===== config.mk =====
export PLATFORM = sky130hd
export DESIGN_NAME = sdt_timing
export DESIGN_NICKNAME = d
export VERILOG_FILES = /design/src/hdl/sdt_sync_pulse.v /design/src/hdl/sdt_timing.v
export VERILOG_INCLUDE_DIRS = /design/src /design/src/hdl
export SDC_FILE = /design/constraint.sdc
export NUM_CORES = 1
export LEC_CHECK = 0
export ABC_AREA = 0
export BUFFER_PORTS_ARGS = -buffer_cell sky130_fd_sc_hd__buf_2
export CAP_MARGIN = 0
export CORE_MARGIN = 1.5
export CORE_UTILIZATION = 50
export CTS_CLUSTER_SIZE = 28
export DETAILED_ROUTE_END_ITERATION = 6
export GPL_TIMING_DRIVEN = 1
export PLACE_DENSITY = 0.83
export SKIP_CTS_REPAIR_TIMING = 1
export SLEW_MARGIN = 20
export SYNTH_ARGS = -nofsm -noshare
export SYNTH_HDL_FRONTEND = slang
export SYNTH_SLANG_ARGS = --single-unit

===== constraint.sdc =====
create_clock -name clk -period 1 [get_ports clk]
set_input_delay 0.05 -clock clk [delete_from_list [all_inputs] [get_ports clk]]
set_output_delay 0.05 -clock clk [all_outputs]
set_load 0.01 [all_outputs]

===== src/hdl/sdt_consts.vh =====
/*
 Constants for the scan doubler timing generator.
 Assumes a single 100 MHz system clock; no registers reach software.
*/
`ifndef SDT_CONSTS_VH
`define SDT_CONSTS_VH

// Line divider modulus on the inbound sample rate
`define SDT_LINE_MODULUS   455
`define SDT_LINE_CNT_W     9
// System clock period in ps and octal sample clock period in ps
`define SDT_SYS_PERIOD_PS  10000
`define SDT_OCTAL_PER_PS   35000
// Octal clock half period in system cycles, rounded down; sdt_timing floors it at one
`define SDT_OCTAL_HALF_CYC ((`SDT_OCTAL_PER_PS / 2) / `SDT_SYS_PERIOD_PS)
`define SDT_DIV_W          4
// Reset values
`define SDT_CNT_RST        9'h000

`endif


===== src/hdl/sdt_sync_pulse.v =====
/*
 Two-stage synchroniser with a rising-edge pulse output one enable
 period long, sampled on an enable. Assumes enable pulses come from
 the same clock.
*/
`timescale 1ns/1ps
`default_nettype none
module sdt_sync_pulse (
   // Clock and reset
   input  wire clk,
   input  wire rst_n,
   input  wire en,
   // Level in, pulse out
   input  wire din,
   output reg  pulse
);
   reg stage1;
   reg stage2;
   reg stage3;

   always @(posedge clk or negedge rst_n) begin
      if (!rst_n) begin
         stage1 <= 1'b0;
         stage2 <= 1'b0;
         stage3 <= 1'b0;
         pulse  <= 1'b0;
      end else if (en) begin
         stage1 <= din;
         stage2 <= stage1;
         stage3 <= stage2;
         // Edge taken from stage2 so stage1 stays clean
         pulse  <= stage2 & ~stage3;
      end
      // Pulse stands until the next enable, so that enable's edge sees it
   end
endmodule // sdt_sync_pulse
`default_nettype wire


===== src/hdl/sdt_timing.v =====
/*
 Scan doubler timing generator: sample clocks, line buffer pointer
 restarts, composite sync and PLL horizontal reference.
 Both sample clocks are divided down from clk and leave as registered
 levels; each has a one-cycle tick on its rising edge, so all other
 logic stays on clk alone. Their rate follows HALF_CYC, so at the
 default system clock they run faster than true subcarrier rates.
 Assumes vsync_wide is already width adjusted and synchronous to clk.
 Assumes the buffer and the phase comparator take the restarts on
 the rising edges of the sample clocks that this block drives.
*/
`include "sdt_consts.vh"
`timescale 1ns/1ps
`default_nettype none
module sdt_timing #(
   parameter MODULUS  = `SDT_LINE_MODULUS,
   parameter HALF_CYC = `SDT_OCTAL_HALF_CYC
) (
   // Clock and reset
   input  wire clk,
   input  wire rst_n,
   // Sync input
   input  wire vsync_wide,
   // Line buffer clocks
   output reg  octal_subcarrier_clock,
   output reg  quad_subcarrier_clock,
   // Line buffer restarts
   output reg  line_write_restart,
   output reg  line_read_restart,
   // Display and PLL
   output reg  double_line_rate_pulse,
   output reg  composite_sync,
   output reg  pll_h_reference
);
   reg                       rst_s1;
   reg                       rst_s2;
   reg [`SDT_DIV_W-1:0]      div_cnt;
   reg                       octal_rise;
   reg                       quad_rise;
   reg [`SDT_LINE_CNT_W-1:0] line_cnt;
   reg                       half_tgl;
   reg                       vs_held;
   wire                      rd_pulse;
   wire                      wr_pulse;
   // Next values, divider side
   reg [`SDT_DIV_W-1:0]      next_div_cnt;
   reg                       next_octal;
   reg                       next_octal_rise;
   reg                       next_quad;
   reg                       next_quad_rise;
   // Next values, line side
   reg [`SDT_LINE_CNT_W-1:0] next_line_cnt;
   reg                       next_dbl;
   reg                       next_half_tgl;
   // Next values, output side
   reg                       next_rd_restart;
   reg                       next_wr_restart;
   reg                       next_reference;
   reg                       next_vs_held;
   reg                       next_csync;
   // Terminal counts, cut to counter width on purpose
   wire [`SDT_DIV_W-1:0]     half_last;
   wire [`SDT_LINE_CNT_W-1:0] line_last;

   // A zero half period would wrap the terminal count to 15; floor it at one
   localparam HALF_EFF = (HALF_CYC < 1) ? 1 : HALF_CYC;
   assign half_last = HALF_EFF[`SDT_DIV_W-1:0] - 4'h1;
   assign line_last = MODULUS[`SDT_LINE_CNT_W-1:0] - 9'h001;

   // Reset release through two flops
   // Retimed release lets every counter leave reset on one edge
   always @(posedge clk or negedge rst_n) begin
      if (!rst_n) begin
         rst_s1 <= 1'b0;
         rst_s2 <= 1'b0;
      end else begin
         rst_s1 <= 1'b1;
         rst_s2 <= rst_s1;
      end
   end

   // Octal clock from divider; quad is octal halved, so both in phase
   always @* begin
      next_div_cnt    = div_cnt + 4'h1;
      next_octal      = octal_subcarrier_clock;
      next_octal_rise = 1'b0;
      if (div_cnt == half_last) begin
         next_div_cnt    = {`SDT_DIV_W{1'b0}};
         next_octal      = ~octal_subcarrier_clock;
         next_octal_rise = ~octal_subcarrier_clock;
      end
   end

   // Quad toggles on each octal rise
   always @* begin
      next_quad      = quad_subcarrier_clock;
      next_quad_rise = 1'b0;
      if (next_octal_rise) begin
         next_quad      = ~quad_subcarrier_clock;
         // Buffer takes a sample on each quad rise
         next_quad_rise = ~quad_subcarrier_clock;
      end
   end

   // Divider state
   always @(posedge clk or negedge rst_s2) begin
      if (!rst_s2) begin
         div_cnt                <= {`SDT_DIV_W{1'b0}};
         octal_subcarrier_clock <= 1'b0;
         quad_subcarrier_clock  <= 1'b0;
         octal_rise             <= 1'b0;
         quad_rise              <= 1'b0;
      end else begin
         div_cnt                <= next_div_cnt;
         octal_subcarrier_clock <= next_octal;
         quad_subcarrier_clock  <= next_quad;
         octal_rise             <= next_octal_rise;
         quad_rise              <= next_quad_rise;
      end
   end

   // Line divider on inbound sample rate
   always @* begin
      next_line_cnt = line_cnt;
      next_dbl      = double_line_rate_pulse;
      next_half_tgl = half_tgl;
      if (quad_rise) begin
         if (line_cnt == line_last) begin
            next_line_cnt = `SDT_CNT_RST;
            // Pulse stands one quad period, one written sample wide
            next_dbl      = 1'b1;
            next_half_tgl = ~half_tgl;
         end else begin
            next_line_cnt = line_cnt + 9'h001;
            next_dbl      = 1'b0;
         end
      end
   end

   // Line state moves only on quad ticks
   always @(posedge clk or negedge rst_s2) begin
      if (!rst_s2) begin
         line_cnt               <= `SDT_CNT_RST;
         double_line_rate_pulse <= 1'b0;
         half_tgl               <= 1'b0;
      end else begin
         line_cnt               <= next_line_cnt;
         double_line_rate_pulse <= next_dbl;
         half_tgl               <= next_half_tgl;
      end
   end

   // Read restart, seen on outbound clock edges
   // Two stages cost lag but keep the first flop out of the logic
   sdt_sync_pulse u_rd_sync (
      .clk   (clk),
      .rst_n (rst_s2),
      .en    (octal_rise),
      .din   (double_line_rate_pulse),
      .pulse (rd_pulse)
   );

   // Write restart from halved line rate
   // Halved rate crosses as a level, so no edge can be lost
   sdt_sync_pulse u_wr_sync (
      .clk   (clk),
      .rst_n (rst_s2),
      .en    (quad_rise),
      .din   (half_tgl),
      .pulse (wr_pulse)
   );

   // Restarts held across one sample clock period so buffer sees a rise
   always @* begin
      next_rd_restart = line_read_restart;
      next_wr_restart = line_write_restart;
      next_reference  = pll_h_reference;
      next_vs_held    = vs_held;
      if (octal_rise) begin
         next_rd_restart = rd_pulse;
      end
      if (quad_rise) begin
         next_wr_restart = wr_pulse;
         // Reference is the write restart, so loop locks to buffer lines
         next_reference  = wr_pulse;
      end
      // Vsync caught on the doubled pulse, then merged
      if (quad_rise && double_line_rate_pulse) begin
         next_vs_held = vsync_wide;
      end
      // XOR inverts the pulse while vsync is held high
      next_csync = vs_held ^ double_line_rate_pulse;
   end

   // Every output leaves a flop, so the buffer sees no glitch
   always @(posedge clk or negedge rst_s2) begin
      if (!rst_s2) begin
         line_read_restart  <= 1'b0;
         line_write_restart <= 1'b0;
         pll_h_reference    <= 1'b0;
         vs_held            <= 1'b0;
         composite_sync     <= 1'b0;
      end else begin
         line_read_restart  <= next_rd_restart;
         line_write_restart <= next_wr_restart;
         pll_h_reference    <= next_reference;
         vs_held            <= next_vs_held;
         composite_sync     <= next_csync;
      end
   end
endmodule // sdt_timing
`default_nettype wire


==> results of run 1 <==
## cells in the final DEF, fill, tap and decap left out, drive strengths merged
cell type / count
ha: 4
a21o: 1
or4b: 1
o31ai: 1
mux2: 8
o2bb2ai: 1
o21bai: 2
nand3b: 1
clkinv: 2
dlygate4sd3: 2
nand4: 2
clkbuf: 6
nand2: 9
conb: 1
or3: 2
nor2: 4
nor4: 2
nand2b: 1
o21ai: 7
nor3: 3
xnor2: 1
inv: 9
o221a: 1
xor2: 6
buf: 33
nand3: 5
a211o: 1
a31oi: 1
dfrtp: 33
a21oi: 3
## power groups by stage
| stage | registers [mW] | logic [mW] | clock network (mW) |
|---|---|---|---|
| 3_3_place_gp | 1.37 | 0.0407 | 0 |
| 2_1_floorplan | 1.39 | 0.00435 | 0 |
| 3_5_place_dp | 1.37 | 0.0432 | 0 |
| 6_report | 1.35 | 0.0472 | 0.701 |
| 4_1_cts | 1.35 | 0.0429 | 0.711 |
| 5_1_grt | 1.35 | 0.0551 | 0.788 |
## cell usage after synthesis (all sizes together) (2+ instances only)
master	instances	share of area, %
a21oi	3	1.1
buf	2	0.83
dfrtp	33	61
ha	4	3.7
inv	9	2.5
mux2	8	6.6
nand2	9	2.5
nand3	5	1.8
nand4	2	0.92
nor2	4	1.1
nor3	3	1.9
nor4	2	0.92
o21ai	7	2.6
o21bai	2	1.1
or3	2	0.92
xor2	6	3.9
## state kept, by name, indices dropped and copies added, names as in the netlist
name                    cells
line_cnt                    9
div_cnt                     4
composite_sync              1
double_line_rate_pulse      1
half_tgl                    1
line_read_restart           1
octal_rise                  1
octal_subcarrier_clock      1
pll_h_reference             1
quad_rise                   1
quad_subcarrier_clock       1
rst_s1                      1
rst_s2                      1
u_rd_sync.pulse             1
u_rd_sync.stage1            1
u_rd_sync.stage2            1
u_rd_sync.stage3            1
u_wr_sync.pulse             1
u_wr_sync.stage1            1
u_wr_sync.stage2            1
u_wr_sync.stage3            1
vs_held                     1
## worst min-delay path by stage
stage | from | endpoint | cells past startpoint
final | rst_n | rst_s2$_DFF_PN0_ | 2
after global placement | rst_n | rst_s1$_DFF_PN0_ | 1
after floorplan | rst_n | rst_s1$_DFF_PN0_ | 0
after detailed placement | rst_n | rst_s2$_DFF_PN0_ | 1
after CTS | rst_n | rst_s2$_DFF_PN0_ | 1
after global routing | rst_n | rst_s1$_DFF_PN0_ | 2
## routing by layer
layer,global-route usage (%),up-vias,wire (um)
met5,0,-,0
met4,10.6,0,51
met3,5.65,7,74
met2,31.2,17,1490
met1,19.5,487,1150
li1,-,464,-
## logic make-up after synthesis
family | share of synthesized area [%]
simple gates | 12.2
other cells | 0.276
compound gates | 8.49
xor+xnor | 4.52
buf+inv | 3.32
mux | 6.64
fa+ha+maj | 3.69
flops | 60.9
## layout make-up
type | instances | area share (%)
flip-flops and latches | 33 | 45.1
multi-input cells | 68 | 33.5
repair buffers | 35 | 14.7
clock buffers | 6 | 2.25
well taps | 30 | 2.04
inverters | 9 | 1.84
clock inverters | 2 | 0.545
==> impl_results.md, run 1 <==
* Status: finished, violations left
* Violated checks: setup timing
* Crit Path Class: reg -> reg
* Crit path depth at 6
* Synthesized area per cell at ~12 sq um
* # port buffers at 9
* # H-tree levels at 2
* Vias per cell at 5.33
* CP Launch Type: flip-flop
* Worst-path fanout max at 3
* Clock slew at reported path FFs at about 0.10 ns
* Final ANT Viol Nets at 0
* First-pass GRT wire length at 3.66 mm
* Final Util at a little over 70%
* Largest net degree at the start of global routing at 19
* Worst Path Arrival at about 2 ns
* Std cell rows at 18
* Drt total wl at roughly 2.8 mm
* Critical Path End Type: flip-flop
* Top delay family on crit path: simple AND/OR/NAND/NOR gates
* Initial drt markers at 8
* Hold_ws at around 0.014 ns
* Beginning of the critical path: line_cnt[0]$_DFFE_PN0P_
* Worst slack at placement at -0.694 ns
* Cell Area, Synth at approximately 1400 sq um
* Register area at roughly 830 sq um
* Slew Limit Fails at 0
* Area grow syn2layout at 35.3%
* FMAX at about 560 MHz
* Min-delay worst type: in -> async
* ANT cells at 0
* Full die area at between 3000 and 4000 sq um
* FF+latch count, synth at 33
* Dpl cell area at approximately 1600 sq um
* Setup TNS at -6.89 ns
* Flop2flop setup slack at -0.79 ns
* DRC at 0
* Switch Pwr at around 0.47 mW
* Filler cell count at ~160
* Initial Util at between 50 and 60%
* DRT Pass-1 Iters at 4
* Warnings from Yosys at 0
* Part of the power in combinational logic at under 10%
* Die height at around 55 um
* CTS Buf Count at 5
* Setup WS post-layout at -0.788 ns
* Fin. Hold Viols at 0
* CTS Buffer Depth at 2
* Root Driver: clkbuf_4
* Vias in the first global route at 890
* Initial antenna violation count at 0
* Num ports at 10
* Routed via count at between 900 and 1000
* Sequential Power Share at between 60% and 70%
* DR WL/cell at 15.1 um
* Part of the cycle the worst path needs at 179%
* WP buf/inv at 2
* Static leakage at just over 0.9 nW
* Layout cells sized above 1 at between 40% and 50%
* Register area share after synthesis at 60.9%
* Final setup violating endpoints at 18
* Number of flops mapped to enable cells by yosys at 0
* Pint at 1.63 mW
* Max VDD drop at 1.09 mV
* R2R cell count at 6
* Fraction of registers with async set or reset after synthesis at between 90% and 100%
* Synth cell types at 29
* Post-synthesis cell count at ~110
* Area of the multi-input gates at around 610 sq um
* Non-filler instance count after layout at ~180
* Total GRT Usage at between 10% and 20%
* Worst R2R End: line_cnt[8]$_DFFE_PN0P_
* CTS tree: built
* Worst r2r src: line_cnt[0]$_DFFE_PN0P_
* Commonest register cell after synthesis: dfrtp_1
* Max-cap viol count at 0
* Core ar. at roughly 2500 sq um
* Fin crit period at ~1.8 ns
* Clock Skew at 0.00518 ns
* Slowest cell on crit path: or4b_4
* Global placer's final weighted congestion at a little over 0.8
* Dpl hpwl at 1.74 mm
* Design Power at between 2 and 2.5 mW
* Sw Ratio at 22.3%
* Final nets at 159
* Worst-path cell chain: inv_2, ha_4, or4b_4, buf_6, o221a_1, a211o_1
* Global route total overflow at 0
* PwrDens at 1140 nW/um^2
* Worst-skew pair later-pin latency at ~0.32 ns
* Worst stage delay on the critical path at 0.48 ns
* Critical path endpoint: line_cnt[8]$_DFFE_PN0P_
* Clock share of power at approximately 34%
* Post-route cell area at approximately 1800 sq um
* RSZ-0062 raised after global routing: true
* # clock sinks at 33
* Worst path required time at roughly 1.2 ns
* Syn_nets at about 120
* Die width at 55.1 um
* Placed cells at 168
No activity file was read; power rests on OpenSTA's default activity.
==> inputs of run 2 (changes only) <==
--- a/config.mk
+++ b/config.mk
@@ -6,7 +6,7 @@
 export SDC_FILE = /design/constraint.sdc
 export NUM_CORES = 1
 export LEC_CHECK = 0
-export ABC_AREA = 0
+export ABC_AREA = 1
 export BUFFER_PORTS_ARGS = -buffer_cell sky130_fd_sc_hd__buf_2
 export CAP_MARGIN = 0
 export CORE_MARGIN = 1.5
==> run 2 against run 1 <==
The flow still finishes with violations (setup timing). Utilization is 5.0 points lower. Synthesized cell count is 38% higher. Via count is 9.4% higher. Design area is 0.95% higher. Wire length is 3.4% lower. Largest cell class unchanged. Critical path depth is 1 higher. Final cell count is 20% higher. First-iteration DRC count grew to 2.6 times the previous value. Synthesized area is 6.1% higher. Worst setup slack better by 0.57 ns. Critical path type unchanged.
==> impl_results.md, run 2 <==
* # clock sinks at 33 (unchanged)
* Max reg flops at 9 (unchanged)
* Die height at 56.6 um (was 55.1 um)
* CP Launch Type: flip-flop (unchanged)
* Initial Util at 52.6% (was 53.8%)
* Cell Area, Synth at 1440 sq um (was 1360 sq um)
* Worst-path fanout max at 7 (was 3)
* Fin. Hold Viols at 0 (unchanged)
* Min-delay worst type: in -> async (unchanged)
* Synthesized area per cell at 9.28 sq um (was 12.1 sq um)
* Xor and xnor area share after synthesis at 4.26% (was 4.52%)
* DR WL/cell at 12.1 um (was 15.1 um)
* Worst r2r src: line_cnt[0]$_DFFE_PN0P_ (unchanged)
* Commonest non-fill, non-tap cell in the layout: nand2_1 (was dfrtp_1)
* Largest Register: line_cnt (unchanged)
* Static leakage at 0.914 nW (was 0.917 nW)
* Root Driver: clkbuf_4 (unchanged)
* Routed via count at 1067 (was 975)
* Share of the synthesized area in the top cell type at 57.4% (was 60.9%)
* Std cell rows at 19 (was 18)
* Synth Area in Compound Gates at 4.35% (was 8.49%)
* Main combinational cell family by area after synthesis: simple AND/OR/NAND/NOR gates (unchanged)
* # port buffers at 9 (unchanged)
* Setup TNS at -2.11 ns (was -6.89 ns)
* Commonest register cell after synthesis: dfrtp_1 (unchanged)
* Initial antenna violation count at 0 (unchanged)
* Synth cell types at 22 (was 29)
* Worst R2R End: half_tgl$_DFFE_PN0P_ (was line_cnt[8]$_DFFE_PN0P_)
* Warnings from Yosys at 0 (unchanged)
* Cell with the most instances after synthesis: nand2_1 (was dfrtp_1)
* DRC at 0 (unchanged)
* Final ANT Viol Nets at 0 (unchanged)
* ANT cells at 0 (unchanged)
* Vias in the first global route at 1037 (was 890)
* Flop2flop setup slack at -0.22 ns (was -0.79 ns)
* Global placer's final weighted congestion at 0.750 (was 0.820)
* Largest net degree at the start of global routing at 22 (was 19)
* Global route total overflow at 0 (unchanged)
* Post-synthesis mux area share at 0% (was 6.64%)
* Full die area at 3210 sq um (was 3030 sq um)
* Setup WS post-layout at -0.218 ns (was -0.788 ns)
* Final setup violating endpoints at 16 (was 18)
* Dpl hpwl at 1.87 mm (was 1.74 mm)
* Top cells by count, synth: 42 x nand2_1, 33 x dfrtp_1, 18 x inv_1 (was 33 x dfrtp_1, 9 x inv_1, 9 x nand2_1)
* CTS Buffer Depth at 2 (unchanged)
* CTS tree: built (unchanged)
* CTS Buf Count at 5 (unchanged)
* Register area share after synthesis at 57.4% (was 60.9%)
* Vias per cell at 4.85 (was 5.33)
* Synth Area in Simple Gates at 23.5% (was 12.2%)
* PwrDens at 1160 nW/um^2 (was 1140 nW/um^2)
* Layout cells sized above 1 at 41.3% (was 44.4%)
* Most frequent cells in the layout: 33 x nand2_1, 30 x dfrtp_1, 18 x buf_4 (was 31 x dfrtp_1, 19 x buf_4, 8 x nand2_1, 8 x buf_2)
* Synth Area in Adders at 3.48% (was 3.69%)
* Worst Path Arrival at 1.45 ns (was 2.00 ns)
* Die width at 56.6 um (was 55.1 um)
* Fin crit period at 1.22 ns (was 1.79 ns)
* Dpl cell area at 1640 sq um (was 1610 sq um)
* Status: finished, violations left (unchanged)
* Max VDD drop at 1.28 mV (was 1.09 mV)
* FF+latch count, synth at 33 (unchanged)
* RSZ-0062 raised after global routing: true (unchanged)
* Initial drt markers at 21 (was 8)
* First-pass GRT wire length at 4.24 mm (was 3.66 mm)
* Final nets at 196 (was 159)
* Total GRT Usage at 17.7% (was 18.1%)
* Fraction of registers with async set or reset after synthesis at 100% (unchanged)
* Crit Path Class: reg -> reg (unchanged)
* Num ports at 10 (unchanged)
* R2R cell count at 7 (was 6)
* Clock Skew at 0.0127 ns (was 0.00518 ns)
* Area grow syn2layout at 28.8% (was 35.3%)
* Worst-skew pair later-pin latency at 0.34 ns (was 0.32 ns)
* FMAX at 821 MHz (was 559 MHz)
* Clock slew at reported path FFs at 0.10 ns (about the same)
* Filler cell count at 206 (was 157)
* Area contributors post-synth: dfrtp_1 57%, nand2_1 11%, inv_1 4.7% (was dfrtp_1 61%, mux2_2 6.6%, xor2_1 3.9%)
* # H-tree levels at 2 (unchanged)
* Drt total wl at 2.67 mm (was 2.76 mm)
* Biggest regs: line_cnt x9, div_cnt x4 (unchanged)
* Core ar. at 2730 sq um (was 2520 sq um)
* Syn_nets at 162 (was 119)
* Post-synthesis cell count at 155 (was 112)
* Max-cap viol count at 0 (unchanged)
* Synth area leader: dfrtp_1 (unchanged)
* Violated checks: setup timing (unchanged)
* Post-route cell area at 1850 sq um (was 1840 sq um)
* DRT Pass-1 Iters at 4 (unchanged)
* Critical Path End Type: flip-flop (unchanged)
* Worst path required time at 1.23 ns (was 1.21 ns)
* Number of flops mapped to enable cells by yosys at 0 (unchanged)
* Slew Limit Fails at 0 (unchanged)
* Part of the cycle the worst path needs at 122% (was 179%)
-- run 2: changes by cell type after synthesis, sizes merged, moves of 3 or more --
cell	change
nand2	+38
nor2	+16
nor3	-3
mux2	-8
inv	+12
-- run 2: layer usage --
layer / vias to the layer above / routed length, um / global-route usage (%)
met1: 511 / 1140 / 20.7
met5: - / 0 / 0
met2: 12 / 1390 / 28.7
met3: 6 / 86 / 6.22
met4: 0 / 51 / 9.18
li1: 538 / - / -
-- run 2: critical path, cell delays in order (launching register included) --
cell and delay, ns:
dfrtp_1 0.42, inv_2 0.09, ha_4 0.13, nand2_4 0.04
nor2_4 0.13, nand3_4 0.14, nand2_1 0.11, nand2_1 0.05
-- run 2: worst max-delay path by stage --
stage                                  from                      end  slack (ns)  cells after the start
global route        line_cnt[0]$_DFFE_PN0P_     half_tgl$_DFFE_PN0P_       -0.28                      7
global placement    line_cnt[0]$_DFFE_PN0P_  line_cnt[8]$_DFFE_PN0P_       -0.13                      7
floorplan           line_cnt[0]$_DFFE_PN0P_  line_cnt[7]$_DFFE_PN0P_       -0.14                      7
finish              line_cnt[0]$_DFFE_PN0P_     half_tgl$_DFFE_PN0P_       -0.22                      7
detailed placement  line_cnt[0]$_DFFE_PN0P_  line_cnt[7]$_DFFE_PN0P_       -0.18                      7
CTS                 line_cnt[0]$_DFFE_PN0P_  line_cnt[7]$_DFFE_PN0P_       -0.22                      7
-- run 2: report_power, final --
part	internal [mW]	switching, mW
logic	0.0133	0.0263
registers	1.34	0.00156
clock network	0.329	0.437
total	1.68	0.465
-- run 2: layout make-up --
class                      instances  area [sq um]  share of cell area (%)
multi-input combinational         98           633                    34.2
sequential                        33           830                    44.8
inverter                          21          81.3                    4.39
clock buffer                       6          51.3                    2.77
tap                               31          38.8                    2.09
clock inverter                     1          7.51                   0.405
timing repair buffer              30           211                    11.4
-- run 2: through the flow --
step / utilization [%] / hold WS [ns] / std cells / total power, mW / worst slack [ns]
floorplan: - / -0.246 / 155 / 1.38 / -0.143
global placement: 59.9 / -0.165 / 208 / 1.40 / -0.132
detailed placement: 59.9 / -0.163 / 208 / 1.40 / -0.185
CTS: 62.0 / -0.538 / 215 / 2.16 / -0.216
global route: 67.8 / 0.00693 / 220 / 2.21 / -0.278
finish: 67.8 / 0.0143 / 220 / 2.14 / -0.218
-- run 2: logic make-up (layout without fill, tap and decap cells) --
logic type	after synthesis	after routing
AO/OA/AOI/OAI	12	12
buffers and inverters	24	58
adder cells (fa/ha/maj)	4	4
XOR/XNOR	7	7
flip-flops	33	33
AND/OR/NAND/NOR	74	74
other	1	1
